File: config.mk
export PLATFORM = sky130hd
export DESIGN_NAME = crp_command_handler
export DESIGN_NICKNAME = d
export VERILOG_FILES = /design/src/core/crp_pkg.sv /design/src/core/crp_command_handler.sv /design/src/core/crp_line_mem.sv
export VERILOG_INCLUDE_DIRS = /design/src /design/src/core
export SDC_FILE = /design/constraint.sdc
export NUM_CORES = 1
export LEC_CHECK = 0
export ABC_AREA = 1
export BUFFER_PORTS_ARGS = -buffer_cell sky130_fd_sc_hd__clkbuf_2
export CAP_MARGIN = 0
export CORE_AREA = 2 2 158 160
export DETAILED_ROUTE_END_ITERATION = 8
export DIE_AREA = 0 0 160 162
export HOLD_SLACK_MARGIN = 0.15
export PLACE_DENSITY = 0.87
export SLEW_MARGIN = 20
export SYNTH_ARGS = -nofsm -noshare
export SYNTH_HDL_FRONTEND = slang
export SYNTH_SLANG_ARGS = --single-unit
export TNS_END_PERCENT = 100
File: constraint.sdc
create_clock -name ref_clk -period 10.6 [get_ports ref_clk]
set_input_delay 1.06 -clock ref_clk [delete_from_list [all_inputs] [get_ports ref_clk]]
set_output_delay 1.06 -clock ref_clk [all_outputs]
set_load 0.01 [all_outputs]
File: src/core/crp_defs.svh
// Address map, field layout, reset values and fixed counts of the crosspoint command handler
`ifndef CRP_DEFS_SVH
`define CRP_DEFS_SVH

// APB register byte addresses
`define CRP_ADDR_CTRL     12'h000
`define CRP_ADDR_AUTOSEL  12'h004
`define CRP_ADDR_STATUS   12'h008
`define CRP_ADDR_REJECTS  12'h00C

// CTRL layout and reset value
`define CRP_CTRL_EN       0
`define CRP_CTRL_RST      1'b1

// AUTOSEL layout and reset value (both layers disabled, priority detect)
`define CRP_AS_V_EN       0
`define CRP_AS_V_MODE     2:1
`define CRP_AS_A_EN       4
`define CRP_AS_A_MODE     6:5
`define CRP_AS_WIDTH      7
`define CRP_AUTOSEL_RST   7'h44

// STATUS layout
`define CRP_ST_V_SEL      2:0
`define CRP_ST_V_MUTE     3
`define CRP_ST_V_LOCK     4
`define CRP_ST_A_SEL      10:8
`define CRP_ST_A_MUTE     11
`define CRP_ST_A_LOCK     12
`define CRP_ST_BUSY       16

// Crosspoint dimensions and the one output number
`define CRP_VID_INPUTS    7'h06
`define CRP_AUD_INPUTS    7'h05
`define CRP_OUTPUTS       7'h01
`define CRP_OUT_NUM       7'h01

// Character handling
`define CRP_CASE_BIT      8'h20
`define CRP_DIGIT_BASE    8'h30
`define CRP_TEN           7'h0A
`define CRP_CR            8'h0D
`define CRP_LF            8'h0A

// Reply line buffer
`define CRP_LINE_AW       4
`define CRP_LINE_DEPTH    16
`define CRP_LINE_BITS     128

`endif

File: src/core/crp_pkg.sv
// Types shared by the crosspoint command handler
package crp_pkg;

  // Controller states
  typedef enum logic [2:0] {
    ST_IDLE,
    ST_PARSE,
    ST_EXEC,
    ST_BUILD,
    ST_READ,
    ST_LOAD,
    ST_SEND
  } crp_state_t;

  // Recognised command kinds
  typedef enum logic [3:0] {
    K_NONE,
    K_SWITCH,
    K_MUTE,
    K_UNMUTE,
    K_LOCK,
    K_UNLOCK,
    K_CQ,
    K_SIZE,
    K_AS
  } crp_kind_t;

  // Automatic source selection modes
  typedef enum logic [1:0] {
    MODE_FIRST,
    MODE_LAST,
    MODE_PRIO
  } crp_mode_t;

endpackage : crp_pkg

File: src/core/crp_command_handler.sv
// Text command handler for a small audio/video crosspoint with one output
// Notes on behaviour
// - Switch connects input to output, echoes numbers
// - Input zero disconnects the output layer
// - Switch reply carries no mute indication
// - AV from analog video takes matching audio
// - Mute disables output, keeps selection, replies
// - Switching a muted output keeps it muted
// - Unmute restores stored selection, replies
// - Missing layer means audio and video, except switch and autoselect reject it
// - Lock sets flag, rejects changes until unlock
// - Unlock clears and replies even while locked, given a valid output number
// - State query: one line per layer
// - State letters L, M, or U
// - Size query reports 6x1 video, 5x1 audio
// - Autoselect query returns state;mode
// - Letters E/D and F/L/P encode autoselect
// - Curly commands, round replies, only on success
// - Command characters folded to uppercase
// - Every reply line ends CR LF
//
// Register access over APB and the register addresses are this design's own decisions.
`timescale 1ns/1ps
`default_nettype none
`include "crp_defs.svh"

module crp_command_handler
  import crp_pkg::*;
(
  // Clock and reset
  input  wire logic         ref_clk,
  input  wire logic         reset,
  // APB slave
  input  wire logic         psel,
  input  wire logic         penable,
  input  wire logic         pwrite,
  input  wire logic [11:0]  paddr,
  input  wire logic [31:0]  pwdata,
  output var  logic [31:0]  prdata,
  output var  logic         pready,
  output var  logic         pslverr,
  // Command byte stream in
  input  wire logic [7:0]   rx_data,
  input  wire logic         rx_valid,
  output var  logic         rx_ready,
  // Reply byte stream out
  output var  logic [7:0]   tx_data,
  output var  logic         tx_valid,
  input  wire logic         tx_ready,
  // Crosspoint controls
  output var  logic [2:0]   vid_sel,
  output var  logic         vid_active,
  output var  logic [2:0]   aud_sel,
  output var  logic         aud_active
);

  // Controller state
  crp_state_t                state;
  crp_state_t                next_state;
  // Parsed command fields
  crp_kind_t                 kind;
  logic [6:0]                num_in;
  logic [6:0]                num_out;
  logic [1:0]                nd_in;
  logic [1:0]                nd_out;
  logic                      lay_a;
  logic                      lay_v;
  logic                      lay_field;
  logic                      got_at;
  logic                      got_q;
  logic                      perr;
  // Per layer crosspoint state
  logic                      v_mute;
  logic                      v_lock;
  logic                      a_mute;
  logic                      a_lock;
  // Software settings
  logic                      ctrl_en;
  logic [`CRP_AS_WIDTH-1:0]  autosel;
  logic [15:0]               rejects;
  // Reply sequencing
  logic                      pend_v;
  logic                      pend_a;
  logic [`CRP_LINE_AW-1:0]   wi;
  logic [`CRP_LINE_AW-1:0]   ri;
  logic [7:0]                mem_rd;
  // Helpers
  logic [7:0]                c_up;
  logic                      is_dig;
  logic [3:0]                dig;
  logic                      rx_fire;
  logic                      no_lay;
  logic                      eff_a;
  logic                      eff_v;
  logic                      lock_hit;
  logic                      out_ok;
  logic                      cmd_ok;
  logic                      exec_ok;
  logic [`CRP_LINE_BITS-1:0] acc;
  logic [4:0]                llen;
  logic [`CRP_LINE_AW-1:0]   last_idx;
  logic [7:0]                wr_char;
  logic                      line_done;
  logic                      apb_setup;
  logic                      apb_write;

  // Two ASCII digits of a small number
  function automatic logic [15:0] two_dig(input logic [6:0] n);
    return {`CRP_DIGIT_BASE + 8'(n / `CRP_TEN), `CRP_DIGIT_BASE + 8'(n % `CRP_TEN)};
  endfunction : two_dig

  // Incoming character folded to uppercase
  always_comb begin
    c_up = rx_data;
    if (rx_data >= "a" && rx_data <= "z") begin
      c_up = rx_data & ~`CRP_CASE_BIT;
    end
  end

  assign is_dig  = (c_up >= "0") && (c_up <= "9");
  assign dig     = 4'(c_up - `CRP_DIGIT_BASE);
  assign rx_fire = rx_valid && rx_ready;

  // Layer defaults and command validity
  assign no_lay   = !lay_a && !lay_v;
  assign eff_a    = no_lay ? 1'b1 : lay_a;
  assign eff_v    = no_lay ? 1'b1 : lay_v;
  assign lock_hit = (eff_a && a_lock) || (eff_v && v_lock);
  assign out_ok   = (nd_out != 2'd0) && (num_out == `CRP_OUT_NUM);

  always_comb begin
    case (kind)
      // Switch needs a layer and an input in range on every named layer
      K_SWITCH: cmd_ok = got_at && out_ok && !no_lay && !lock_hit && (!lay_v || num_in <= `CRP_VID_INPUTS)
                         && (!lay_a || num_in <= `CRP_AUD_INPUTS);
      K_MUTE,
      K_UNMUTE: cmd_ok = out_ok && !lock_hit;
      K_LOCK,
      K_UNLOCK: cmd_ok = out_ok;
      K_CQ,
      K_SIZE:   cmd_ok = 1'b1;
      // Autoselect query names exactly one layer
      K_AS:     cmd_ok = out_ok && got_q && (lay_a ^ lay_v);
      default:  cmd_ok = 1'b0;
    endcase
  end

  assign exec_ok = !perr && cmd_ok;

  // Next controller state
  always_comb begin
    next_state = state;
    case (state)
      ST_IDLE: begin
        if (rx_fire && ctrl_en && c_up == "{") begin
          next_state = ST_PARSE;
        end
      end
      ST_PARSE: begin
        if (rx_fire && c_up == "}") begin
          next_state = ST_EXEC;
        end
      end
      ST_EXEC:  next_state = exec_ok ? ST_BUILD : ST_IDLE;
      ST_BUILD: begin
        if (wi == last_idx) begin
          next_state = ST_READ;
        end
      end
      ST_READ:  next_state = ST_LOAD;
      ST_LOAD:  next_state = ST_SEND;
      ST_SEND: begin
        if (tx_ready && ri == last_idx) begin
          next_state = (pend_v && pend_a) ? ST_BUILD : ST_IDLE;
        end else if (tx_ready) begin
          next_state = ST_READ;
        end
      end
      default:  next_state = ST_IDLE;
    endcase
  end

  // State register and input stall
  always_ff @(posedge ref_clk or posedge reset) begin
    if (reset) begin
      state    <= ST_IDLE;
      rx_ready <= 1'b0;
    end else begin
      state    <= next_state;
      rx_ready <= (next_state == ST_IDLE) || (next_state == ST_PARSE);
    end
  end

  // Command parser, one character per accepted byte
  always_ff @(posedge ref_clk or posedge reset) begin
    if (reset) begin
      kind      <= K_NONE;
      num_in    <= 7'h00;
      num_out   <= 7'h00;
      nd_in     <= 2'd0;
      nd_out    <= 2'd0;
      lay_a     <= 1'b0;
      lay_v     <= 1'b0;
      lay_field <= 1'b0;
      got_at    <= 1'b0;
      got_q     <= 1'b0;
      perr      <= 1'b0;
    end else if (rx_fire && (c_up == "{") && (state == ST_IDLE || state == ST_PARSE)) begin
      // Opening bracket starts a fresh command
      kind      <= K_NONE;
      num_in    <= 7'h00;
      num_out   <= 7'h00;
      nd_in     <= 2'd0;
      nd_out    <= 2'd0;
      lay_a     <= 1'b0;
      lay_v     <= 1'b0;
      lay_field <= 1'b0;
      got_at    <= 1'b0;
      got_q     <= 1'b0;
      perr      <= 1'b0;
    end else if (rx_fire && state == ST_PARSE && c_up != "}") begin
      if (kind == K_NONE) begin
        // First character picks the command kind
        if (is_dig) begin
          kind   <= K_SWITCH;
          num_in <= {3'd0, dig};
          nd_in  <= 2'd1;
        end else if (c_up == "#") begin
          kind <= K_MUTE;
        end else if (c_up == "+") begin
          kind <= K_UNMUTE;
        end else if (c_up == "V") begin
          kind <= K_CQ;
        end else if (c_up == "G") begin
          kind <= K_SIZE;
        end else if (c_up == "A") begin
          kind <= K_AS;
        end else begin
          perr <= 1'b1;
        end
      end else if (c_up == ">" && kind == K_MUTE && nd_out == 2'd0) begin
        kind <= K_LOCK;
      end else if (c_up == "<" && kind == K_UNMUTE && nd_out == 2'd0) begin
        kind <= K_UNLOCK;
      end else if (is_dig && kind == K_SWITCH && !got_at) begin
        // Input number, at most two digits
        num_in <= 7'(num_in * `CRP_TEN + {3'd0, dig});
        nd_in  <= nd_in + 2'd1;
        perr   <= perr || (nd_in == 2'd2);
      end else if (is_dig && kind != K_CQ && kind != K_SIZE) begin
        // Output number, at most two digits
        num_out <= 7'(num_out * `CRP_TEN + {3'd0, dig});
        nd_out  <= nd_out + 2'd1;
        perr    <= perr || (nd_out == 2'd2);
      end else if (c_up == "@" && kind == K_SWITCH && !got_at) begin
        got_at <= 1'b1;
      end else if (c_up == " ") begin
        lay_field <= 1'b1;
      end else if (c_up == "_" && kind == K_AS) begin
        lay_field <= 1'b1;
      end else if (c_up == "=" && kind == K_AS) begin
        lay_field <= 1'b0;
      end else if (c_up == "?" && kind == K_AS) begin
        got_q <= 1'b1;
      end else if (lay_field && c_up == "A") begin
        lay_a <= 1'b1;
      end else if (lay_field && c_up == "V") begin
        lay_v <= 1'b1;
      end else if (!(c_up >= "A" && c_up <= "Z" && (kind == K_CQ || kind == K_SIZE || kind == K_AS))) begin
        // Keyword letters pass, anything else spoils the command
        perr <= 1'b1;
      end
    end
  end

  // Crosspoint, mute and lock state kept per layer
  always_ff @(posedge ref_clk or posedge reset) begin
    if (reset) begin
      vid_sel <= 3'd0;
      aud_sel <= 3'd0;
      v_mute  <= 1'b0;
      a_mute  <= 1'b0;
      v_lock  <= 1'b0;
      a_lock  <= 1'b0;
    end else if (state == ST_EXEC && exec_ok) begin
      case (kind)
        K_SWITCH: begin
          // Mute flags untouched; zero input disconnects
          if (lay_v) begin
            vid_sel <= num_in[2:0];
          end
          // Analog video 01/05 pair with analog audio of the same number
          if (lay_a) begin
            aud_sel <= num_in[2:0];
          end
        end
        K_MUTE: begin
          if (eff_v) v_mute <= 1'b1;
          if (eff_a) a_mute <= 1'b1;
        end
        K_UNMUTE: begin
          if (eff_v) v_mute <= 1'b0;
          if (eff_a) a_mute <= 1'b0;
        end
        K_LOCK: begin
          if (eff_v) v_lock <= 1'b1;
          if (eff_a) a_lock <= 1'b1;
        end
        K_UNLOCK: begin
          if (eff_v) v_lock <= 1'b0;
          if (eff_a) a_lock <= 1'b0;
        end
        default: begin
        end
      endcase
    end
  end

  // Output enables follow selection and mute
  always_ff @(posedge ref_clk or posedge reset) begin
    if (reset) begin
      vid_active <= 1'b0;
      aud_active <= 1'b0;
    end else begin
      vid_active <= (vid_sel != 3'd0) && !v_mute;
      aud_active <= (aud_sel != 3'd0) && !a_mute;
    end
  end

  // Reply line builder: text is shifted in from the right, first character highest
  always_comb begin
    acc = `CRP_LINE_BITS'("(");
    case (kind)
      K_SWITCH: acc = {acc[71:0], "0", two_dig(num_out), " I", two_dig(num_in)};
      K_MUTE:   acc = {acc[87:0], "1MT", two_dig(num_out)};
      K_UNMUTE: acc = {acc[87:0], "0MT", two_dig(num_out)};
      K_LOCK:   acc = {acc[87:0], "1LO", two_dig(num_out)};
      K_UNLOCK: acc = {acc[87:0], "0LO", two_dig(num_out)};
      K_CQ: begin
        acc = {acc[87:0], "ALL", pend_v ? "V" : "A", " "};
        if (pend_v ? (v_lock && v_mute) : (a_lock && a_mute)) begin
          acc = {acc[119:0], "U"};
        end else if (pend_v ? v_lock : a_lock) begin
          acc = {acc[119:0], "L"};
        end else if (pend_v ? v_mute : a_mute) begin
          acc = {acc[119:0], "M"};
        end
        acc = {acc[111:0], two_dig(pend_v ? {4'd0, vid_sel} : {4'd0, aud_sel})};
      end
      K_SIZE: begin
        acc = {acc[47:0], "SIZE=", `CRP_DIGIT_BASE + 8'(pend_v ? `CRP_VID_INPUTS : `CRP_AUD_INPUTS), "x",
               `CRP_DIGIT_BASE + 8'(`CRP_OUTPUTS), " ", pend_v ? "V" : "A"};
      end
      K_AS: begin
        acc = {acc[63:0], "AS_", lay_v ? "V" : "A", `CRP_DIGIT_BASE + 8'(num_out), "=",
               (lay_v ? autosel[`CRP_AS_V_EN] : autosel[`CRP_AS_A_EN]) ? "E" : "D", ";"};
        case (crp_mode_t'(lay_v ? autosel[`CRP_AS_V_MODE] : autosel[`CRP_AS_A_MODE]))
          MODE_FIRST: acc = {acc[119:0], "F"};
          MODE_LAST:  acc = {acc[119:0], "L"};
          default:    acc = {acc[119:0], "P"};
        endcase
      end
      default: begin
      end
    endcase
    // Layer echo on switch, mute and lock replies
    if (kind == K_SWITCH || kind == K_MUTE || kind == K_UNMUTE || kind == K_LOCK || kind == K_UNLOCK) begin
      if (lay_a && lay_v) begin
        acc = {acc[103:0], " AV"};
      end else if (lay_a || lay_v) begin
        acc = {acc[111:0], " ", lay_v ? "V" : "A"};
      end
    end
    acc = {acc[103:0], ")", `CRP_CR, `CRP_LF};
  end

  // Line length from the kind and its options
  always_comb begin
    case (kind)
      K_SWITCH: llen = 5'd8;
      K_CQ:     llen = 5'd8 + 5'((pend_v ? v_lock || v_mute : a_lock || a_mute) ? 1 : 0);
      K_SIZE:   llen = 5'd11;
      K_AS:     llen = 5'd10;
      default:  llen = 5'd6;
    endcase
    if (kind == K_SWITCH || kind == K_MUTE || kind == K_UNMUTE || kind == K_LOCK || kind == K_UNLOCK) begin
      llen = llen + ((lay_a && lay_v) ? 5'd3 : (lay_a || lay_v) ? 5'd2 : 5'd0);
    end
    llen = llen + 5'd3;
  end

  assign last_idx  = `CRP_LINE_AW'(llen - 5'd1);
  assign wr_char   = acc[{3'd0, `CRP_LINE_AW'(last_idx - wi)} * 7'd8 +: 8];
  assign line_done = (state == ST_SEND) && tx_ready && (ri == last_idx);

  // Line buffer between builder and sender
  crp_line_mem u_line_mem (
    .ref_clk (ref_clk),
    .wr_en   (state == ST_BUILD),
    .wr_addr (wi),
    .wr_data (wr_char),
    .rd_addr (ri),
    .rd_data (mem_rd)
  );

  // Line pointers and pending layer lines
  always_ff @(posedge ref_clk or posedge reset) begin
    if (reset) begin
      wi     <= '0;
      ri     <= '0;
      pend_v <= 1'b0;
      pend_a <= 1'b0;
    end else if (state == ST_EXEC) begin
      wi <= '0;
      ri <= '0;
      // State and size queries emit the video line before the audio line
      if (kind == K_CQ || kind == K_SIZE) begin
        pend_v <= eff_v;
        pend_a <= eff_a;
      end else begin
        pend_v <= 1'b0;
        pend_a <= 1'b1;
      end
    end else if (state == ST_BUILD) begin
      wi <= (wi == last_idx) ? '0 : wi + 1'b1;
      ri <= '0;
    end else if (line_done) begin
      ri <= '0;
      if (pend_v) begin
        pend_v <= 1'b0;
      end else begin
        pend_a <= 1'b0;
      end
    end else if (state == ST_SEND && tx_ready) begin
      ri <= ri + 1'b1;
    end
  end

  // Byte stream out
  always_ff @(posedge ref_clk or posedge reset) begin
    if (reset) begin
      tx_data  <= 8'h00;
      tx_valid <= 1'b0;
    end else if (state == ST_LOAD) begin
      tx_data  <= mem_rd;
      tx_valid <= 1'b1;
    end else if (state == ST_SEND && tx_ready) begin
      tx_valid <= 1'b0;
    end
  end

  // Rejected command count
  always_ff @(posedge ref_clk or posedge reset) begin
    if (reset) begin
      rejects <= 16'h0000;
    end else if (state == ST_EXEC && !exec_ok) begin
      rejects <= rejects + 16'h0001;
    end
  end

  // APB: one wait state, then the answer
  assign apb_setup = psel && penable && !pready;
  assign apb_write = psel && penable && pready && pwrite;

  always_ff @(posedge ref_clk or posedge reset) begin
    if (reset) begin
      pready  <= 1'b0;
      pslverr <= 1'b0;
      prdata  <= 32'h0000_0000;
    end else begin
      pready  <= apb_setup;
      pslverr <= 1'b0;
      prdata  <= 32'h0000_0000;
      if (apb_setup) begin
        case (paddr)
          `CRP_ADDR_CTRL:    prdata[`CRP_CTRL_EN] <= ctrl_en;
          `CRP_ADDR_AUTOSEL: prdata[`CRP_AS_WIDTH-1:0] <= autosel;
          `CRP_ADDR_STATUS: begin
            prdata[`CRP_ST_V_SEL]  <= vid_sel;
            prdata[`CRP_ST_V_MUTE] <= v_mute;
            prdata[`CRP_ST_V_LOCK] <= v_lock;
            prdata[`CRP_ST_A_SEL]  <= aud_sel;
            prdata[`CRP_ST_A_MUTE] <= a_mute;
            prdata[`CRP_ST_A_LOCK] <= a_lock;
            prdata[`CRP_ST_BUSY]   <= (state != ST_IDLE);
          end
          `CRP_ADDR_REJECTS: prdata[15:0] <= rejects;
          default:           pslverr <= 1'b1;
        endcase
      end
    end
  end

  // Software settings
  always_ff @(posedge ref_clk or posedge reset) begin
    if (reset) begin
      ctrl_en <= `CRP_CTRL_RST;
      autosel <= `CRP_AUTOSEL_RST;
    end else if (apb_write && paddr == `CRP_ADDR_CTRL) begin
      ctrl_en <= pwdata[`CRP_CTRL_EN];
    end else if (apb_write && paddr == `CRP_ADDR_AUTOSEL) begin
      autosel <= pwdata[`CRP_AS_WIDTH-1:0];
    end
  end

endmodule : crp_command_handler
`default_nettype wire

File: src/core/crp_line_mem.sv
// Small reply line buffer with registered read data
`timescale 1ns/1ps
`default_nettype none
`include "crp_defs.svh"

module crp_line_mem
  import crp_pkg::*;
(
  // Clock
  input  wire logic                     ref_clk,
  // Write port
  input  wire logic                     wr_en,
  input  wire logic [`CRP_LINE_AW-1:0]  wr_addr,
  input  wire logic [7:0]               wr_data,
  // Read port
  input  wire logic [`CRP_LINE_AW-1:0]  rd_addr,
  output var  logic [7:0]               rd_data
);

  // Character storage
  logic [7:0] mem [`CRP_LINE_DEPTH];

  // Write one character
  always_ff @(posedge ref_clk) begin
    if (wr_en) begin
      mem[wr_addr] <= wr_data;
    end
  end

  // Registered read
  always_ff @(posedge ref_clk) begin
    rd_data <= mem[rd_addr];
  end

endmodule : crp_line_mem
`default_nettype wire

Word level (Yosys, flattened, before mapping)
Memory sizes are Yosys's and may differ from the RTL's. A register that Yosys moved wholly into a read port is not among the register bits.
Index checks and enable logic that the tools add are counted.

storage, ports and cells
  memories kept = 1
  input bits = 59
  bits in registers = 106
  logic and storage cells = 476
  memory bits (writable) = 128
  output and inout port bits = 52

cells by class
  eq/ne operators = 80
  divide/modulo/power cells = 6
  shift operators = 1
  $lt $le $gt $ge = 8
  reductions and logical operators = 130
  bitwise logic cells = 2
  multiplexer cells = 192
  $mul = 2
  $add $sub $neg = 21

memories
  name            depth  bits a word  read ports  clocked after Yosys merged registers in  write ports  line                RTL
  u_line_mem.mem  16     8            1           1                                        1            crp_line_mem.sv:21  logic [7:0] mem [`CRP_LINE_DEPTH];

operators by type and width
  kind                                                                     count
  86-bit case mux with 8 select lines                                      1
  104-bit 2-to-1 mux                                                       2
  54-bit 2-to-1 mux                                                        3
  128-bit by 8-bit variable part select with 8-bit output                  1
  1-bit 2-to-1 mux                                                         109
  102-bit 2-to-1 mux                                                       1
  7-bit 2-to-1 mux                                                         14
  4-bit 2-to-1 mux                                                         19
  1-bit logical AND                                                        57
  8-bit by 6-bit equality test with 1-bit output (second input constant)   7
  8-bit by 7-bit equality test with 1-bit output (second input constant)   7
  6-bit by 8-bit adder with 8-bit output (first input constant)            6
  2-bit 2-to-1 mux                                                         20
  2-bit inequality test (second input constant)                            20
  5-bit inequality test (second input constant)                            8
  3-bit inequality test (second input constant)                            9
  7-bit by 4-bit divider with 8-bit output (second input constant)         3
  12-bit by 4-bit equality test with 1-bit output (second input constant)  2
  7-bit by 4-bit remainder unit with 8-bit output (second input constant)  3
  2-bit nonzero test                                                       12
  3-bit 2-to-1 mux                                                         7
  3-bit case mux with 7 select lines                                       1
  5-bit case mux with 2 select lines                                       2
  17-bit 2-to-1 mux                                                        1
  64 further kinds                                                         127

Depth between registers and ports, before layout
  depth after elaboration = 21
  mapped depth = 34
  depth with buffers taken out = 34

Hierarchy
A second synthesis with hierarchy kept.

unflattened totals
  cell total of the unflattened synthesis = 1,897
  area total of the unflattened synthesis = 14,963.1 µm²

modules (own cells, without submodules)
  module               cells each  times used  seq. area each (µm²)  area an instance (µm²)
  crp_command_handler  1,346       1           2,656.3               9,196.3
  crp_line_mem         551         1           4,003.8               5,766.8

Worst setup path after synthesis
OpenSTA, ideal clock, no wires.

  path type = register -> register
  from = reg kind[2]
  to = mem u_line_mem.mem[0][5] (data pin)
  data arrival time = 4,442 ps
  cell stages (with the launch flop) = 20
  period minus slack after synthesis = 4,772 ps
  data required time = 10,270 ps
  path buffers = 0
  setup time = 330 ps
  path slack = 5,828 ps
  path through = dfrtp_1 -> inv_2 -> nor2_2 -> inv_2 -> nor2_1 -> clkinv_1 -> nand2_1 -> ha_1 -> fa_1 -> o21ai_0 -> inv_1 -> fa_1 -> clkinv_1 -> nor2_1 -> inv_1 -> a211oi_1 -> nand2_1 -> o311ai_0 -> a21oi_1 -> o21ai_0

between the ends
  longest elaborated chain between the ends = 10
  elaborated cells between the ends (all ways) = 23
  those cells by class = add/sub: 4; eq/ne: 8; shift: 1; mux: 6; reduce/logical: 4

ends and longest elaborated chain
  what                                                                                            line                        RTL
  from (decl)                                                                                     crp_command_handler.sv:61   crp_kind_t kind;
  from (signal assigned)                                                                          crp_command_handler.sv:197  kind <= K_NONE;
  from (signal assigned)                                                                          crp_command_handler.sv:210  kind <= K_NONE;
  from (signal assigned)                                                                          crp_command_handler.sv:225  kind <= K_SWITCH;
  parallel branches: the longest is 9 deep, another holds 4-bit by 2-bit adder with 4-bit output  --
  128-bit by 8-bit variable part select with 8-bit output (*)                                     crp_command_handler.sv:393  assign wr_char = acc[{3'd0, `CRP_LINE_AW'(last_idx - wi)} * 7'd8 +: 8];
  via u_line_mem.wr_data[5]                                                                       crp_line_mem.sv:14          input wire logic [7:0] wr_data,
  to (decl)                                                                                       crp_line_mem.sv:21

Mark *: on every way through the listed nets, which the timed path passes.

Worst setup path in the final report
  from = reg kind[3]
  to = mem u_line_mem.mem[0][1] (data pin)

The elaborated chain is that of the path after synthesis.

==> results.sh <==
export IMPL_cp_buffers_inverters=7
export IMPL_cts_post_setup_buffers_inserted=0
export IMPL_setup_viol_count_final=0
export IMPL_vias=13000
export IMPL_max_cap_viol_count=0
export IMPL_gr_total_overflow=0
export IMPL_ys_dominant_reg_cell="sky130_fd_sc_hd__edfxtp_1"
export IMPL_finalClockSkew_ns=0.0101
export IMPL_maximum_number_of_pins_on_one_net_before_global_route_repair=80
export IMPL_synth_yosys_warnings=0
export IMPL_criticalPathCategory="flip-flop to flip-flop"
export IMPL_number_of_diodes_added_for_antenna_fixing=0
export IMPL_fp_dieArea_mm2=0.0259
export IMPL_critPathRequiredTime_ns=10.83
export IMPL_height_of_the_chip_um=162
export IMPL_drt_iter0_drc=1757
export IMPL_routedWlPerCell_um=20.8
export IMPL_drive_gt1_share_pct=11.9
export IMPL_via_to_cell_ratio=6.26
export IMPL_postCtsResizedCells=0
export IMPL_route_final_wire_length_um=43500
export IMPL_synth_top_cell_area_share_pct=26.9
export IMPL_slew_headroom_pct=25.4
export IMPL_synth_area_leader_cell="sky130_fd_sc_hd__edfxtp_1"
export IMPL_worst_setup_sp_type="flip-flop"
export IMPL_worstMarginPinSlew_ns=1.12
export IMPL_crit_family="buffers and inverters"
export IMPL_r2r_start="kind[3]"
export IMPL_synth_edff_count=128
export IMPL_synth_top_cells_by_area="sky130_fd_sc_hd__edfxtp_1 (27%), sky130_fd_sc_hd__dfrtp_1 (18%), sky130_fd_sc_hd__nand2_1 (7.2%)"
export IMPL_netlist_area_mm2=0.0143
export IMPL_final_max_slew_violation_count=0
export IMPL_global_route_wire_length_before_repair_um=67400
export IMPL_place_inst=2038
export IMPL_max_clock_path_buffers=3
export IMPL_crit_arrival_ns=7.34
export IMPL_fin_util_pct=65.2
export IMPL_synth_area_per_cell_um2=8.49
export IMPL_worstSkewPairLatency_ns=0.54
export IMPL_core_area_mm2=0.0241
export IMPL_slowest_delay_ns=0.92
export IMPL_clk_root_buffer_cell="sky130_fd_sc_hd__clkbuf_16"
export IMPL_start_util_pct=59.3
export IMPL_power_ir_vdd_worst_mv=0.158
export IMPL_maxClockFrequency_mhz=141
export IMPL_timing_reg2reg_setup_slack_ns=3.49
export IMPL_final_cell_count_no_fill=2084
export IMPL_report_final_hold_viol_count=0
export IMPL_power_leakage_nw=6.65
export IMPL_fin_tns_setup_ns=0
export IMPL_cts_buffers_inserted=25
export IMPL_portBuffers=70
export IMPL_post_synthesis_cells=1683
export IMPL_tritoncts_clock_tree="done"
export IMPL_min_period_ns=7.11
export IMPL_final_nets=1847
export IMPL_drt_drc_violations_left=0
export IMPL_cp_end_kind="flip-flop"
export IMPL_yosys_cell_types_count=66
export IMPL_global_route_usage_total_pct=33.0
export IMPL_drtPass1Iterations=6
export IMPL_postSynthRegisterBits=242
export IMPL_core_rowCount=57
export IMPL_synthArstFlopShare_pct=43.8
export IMPL_power_density_mw_per_mm2=230
export IMPL_startpoint="kind[3]"
export IMPL_clk_pin_slew_ns=0.06
export IMPL_layout_area_overhead_vs_synth_pct=10.0
export IMPL_yosysSeqAreaShare_pct=46.6
export IMPL_timing_critical_path_slowest_stage_cell="sky130_fd_sc_hd__clkinv_1"
export IMPL_final_antenna_net_count=0
export IMPL_via_count_of_the_first_global_routing_pass=12200
export IMPL_io_pin_count=111
export IMPL_die_w_um=160
export IMPL_cp_cell_sequence="inv_1 -> nand2_1 -> nor2_1 -> nand2_1 -> clkinv_1 -> nor2_1 -> fa_1 -> o21ai_0 -> inv_1 -> fa_1 -> clkinv_1 -> nor2_1 -> buf_4 -> inv_1 -> a2111oi_0 -> nand2_1 -> inv_1 -> nor2_1 -> nand2_1 -> a21oi_1 -> a21oi_2"
export IMPL_h_tree_lvls=1
export IMPL_worst_hold_startpoint="u_line_mem.rd_data[4]"
export IMPL_grt_antenna_before_repair=0
export IMPL_grt_setup_unrepaired="no"
export IMPL_hp_class="flip-flop to flip-flop"
export IMPL_critical_path_peak_fanout=26
export IMPL_cts_hold_buf=0
export IMPL_status="finished, final reports clean"
export IMPL_detailedPlacementHpwl_um=30300
export IMPL_finalWeightedCongestion=0.987
export IMPL_share_of_the_clock_period_used_by_the_worst_path_after_layout_pct=67.1
export IMPL_cts_num_sinks=242
synth_stat cells, drive strengths merged, types with 2 or more instances:
library cell and count:
nand2 288, nor2 214, inv 201, o21ai 176, edfxtp 128, nand3 108
dfrtp 103, a21oi 73, ha 41, clkbuf 40, xor2 35, o221ai 32
buf 28, nor3 24, o22ai 22, o211ai 19, nand4 15, mux2 14
a31oi 13, o31ai 10, xnor2 10, a211oi 9, clkinv 8, dfxtp 8
a22oi 7, fa 6, a221oi 5, nor4 5, o2111ai 5, o41ai 5
o32ai 4, a311oi 3, dfstp 3, or2 3, a2111oi 2, a41oi 2
conb 2, o221a 2
per-stage QoR:
stage / setup WS [ns] / hold WS, ns / power [mW] / cell area [um2]
6_report: 3.49 / 0.466 / 3.61 / 15700
5_1_grt: 2.91 / 0.469 / 3.77 / 15700
4_1_cts: 3.31 / 0.465 / 3.56 / 15700
3_5_place_dp: 3.37 / 0.450 / 2.64 / 14800
3_3_place_gp: 3.51 / 0.442 / 2.60 / 14800
2_1_floorplan: 5.83 / 0.431 / 2.23 / 14300
registers in the layout, summed over array words and instances, names as in the netlist, 4 cells and up:
register	count
u_line_mem.mem	128
prdata	17
rejects	16
tx_data	8
u_line_mem.rd_data	8
autosel	7
num_in	7
num_out	7
kind	4
ri	4
wi	4
logic make-up after synthesis:
family	count (synthesis)	share of synthesized area, %
and+or+nand+nor	659	19.8
AOI/OAI and AO/OA	396	17.0
buffers and inverters	277	8.05
DFF	242	46.6
adders and majority gates	47	4.43
xor gates and xnor gates	45	2.92
muxes	15	1.17
other	2	0.0526
power breakdown:
group | leakage [nW] | switching [mW] | internal [mW]
sequential | 2.53 | 0.0659 | 1.24
combinational | 3.70 | 1.01 | 0.375
clock | 0.412 | 0.376 | 0.541
layout by cell type (no fill, tap or decap), types with 5 or more instances in the layout:
master / n
sky130_fd_sc_hd__nor3_1: 23
sky130_fd_sc_hd__nor2_1: 207
sky130_fd_sc_hd__xnor2_1: 9
sky130_fd_sc_hd__nand2_2: 11
sky130_fd_sc_hd__nor4_1: 5
sky130_fd_sc_hd__buf_4: 12
sky130_fd_sc_hd__a211oi_1: 9
sky130_fd_sc_hd__inv_1: 179
sky130_fd_sc_hd__a22oi_1: 7
sky130_fd_sc_hd__nand2_1: 273
sky130_fd_sc_hd__nand3_1: 101
sky130_fd_sc_hd__nand4_1: 15
sky130_fd_sc_hd__conb_1: 18
sky130_fd_sc_hd__o211ai_1: 19
sky130_fd_sc_hd__o221ai_1: 32
sky130_fd_sc_hd__fa_1: 6
sky130_fd_sc_hd__nand3_2: 6
sky130_fd_sc_hd__a21oi_1: 70
sky130_fd_sc_hd__inv_2: 21
sky130_fd_sc_hd__edfxtp_1: 128
sky130_fd_sc_hd__ha_1: 41
sky130_fd_sc_hd__clkbuf_16: 25
sky130_fd_sc_hd__o22ai_1: 22
sky130_fd_sc_hd__a221oi_1: 5
sky130_fd_sc_hd__o31ai_1: 10
sky130_fd_sc_hd__o41ai_1: 5
sky130_fd_sc_hd__o21ai_0: 160
sky130_fd_sc_hd__dfxtp_1: 8
sky130_fd_sc_hd__nor2_2: 7
sky130_fd_sc_hd__a31oi_1: 13
sky130_fd_sc_hd__mux2_2: 14
sky130_fd_sc_hd__xor2_1: 33
sky130_fd_sc_hd__dfrtp_1: 102
sky130_fd_sc_hd__o21ai_2: 5
sky130_fd_sc_hd__o21ai_1: 10
sky130_fd_sc_hd__o2111ai_1: 5
sky130_fd_sc_hd__clkinv_1: 13
sky130_fd_sc_hd__clkbuf_2: 70
layout make-up:
class / instances / area [um2]
multi-input cells: 1180 / 6550
fillers: 1915 / 8390
well taps: 324 / 405
inverters: 209 / 787
flip-flops and latches: 242 / 6660
repair buffers: 83 / 452
clock buffers: 27 / 643
clock inverters: 19 / 221
worst paths after layout:
kind                       cells past startpoint                    to
max                                           21  u_line_mem.mem[0][1]
min                                            1            tx_data[4]
max reg2reg                                   21  u_line_mem.mem[0][1]
min reg2reg                                    1            tx_data[4]
max in group asynchronous                      3               kind[3]
min in group asynchronous                      2            rejects[2]
metal layers:
layer / up-vias / GRT usage (%) / part of all wire, %
li1: 5886 / - / -
met1: 6159 / 42.2 / 38
met2: 838 / 56.6 / 48
met3: 160 / 4.09 / 9.1
met4: 0 / 15.3 / 5.3
met5: - / 0 / 0
(Power assumes the default switching activity.)
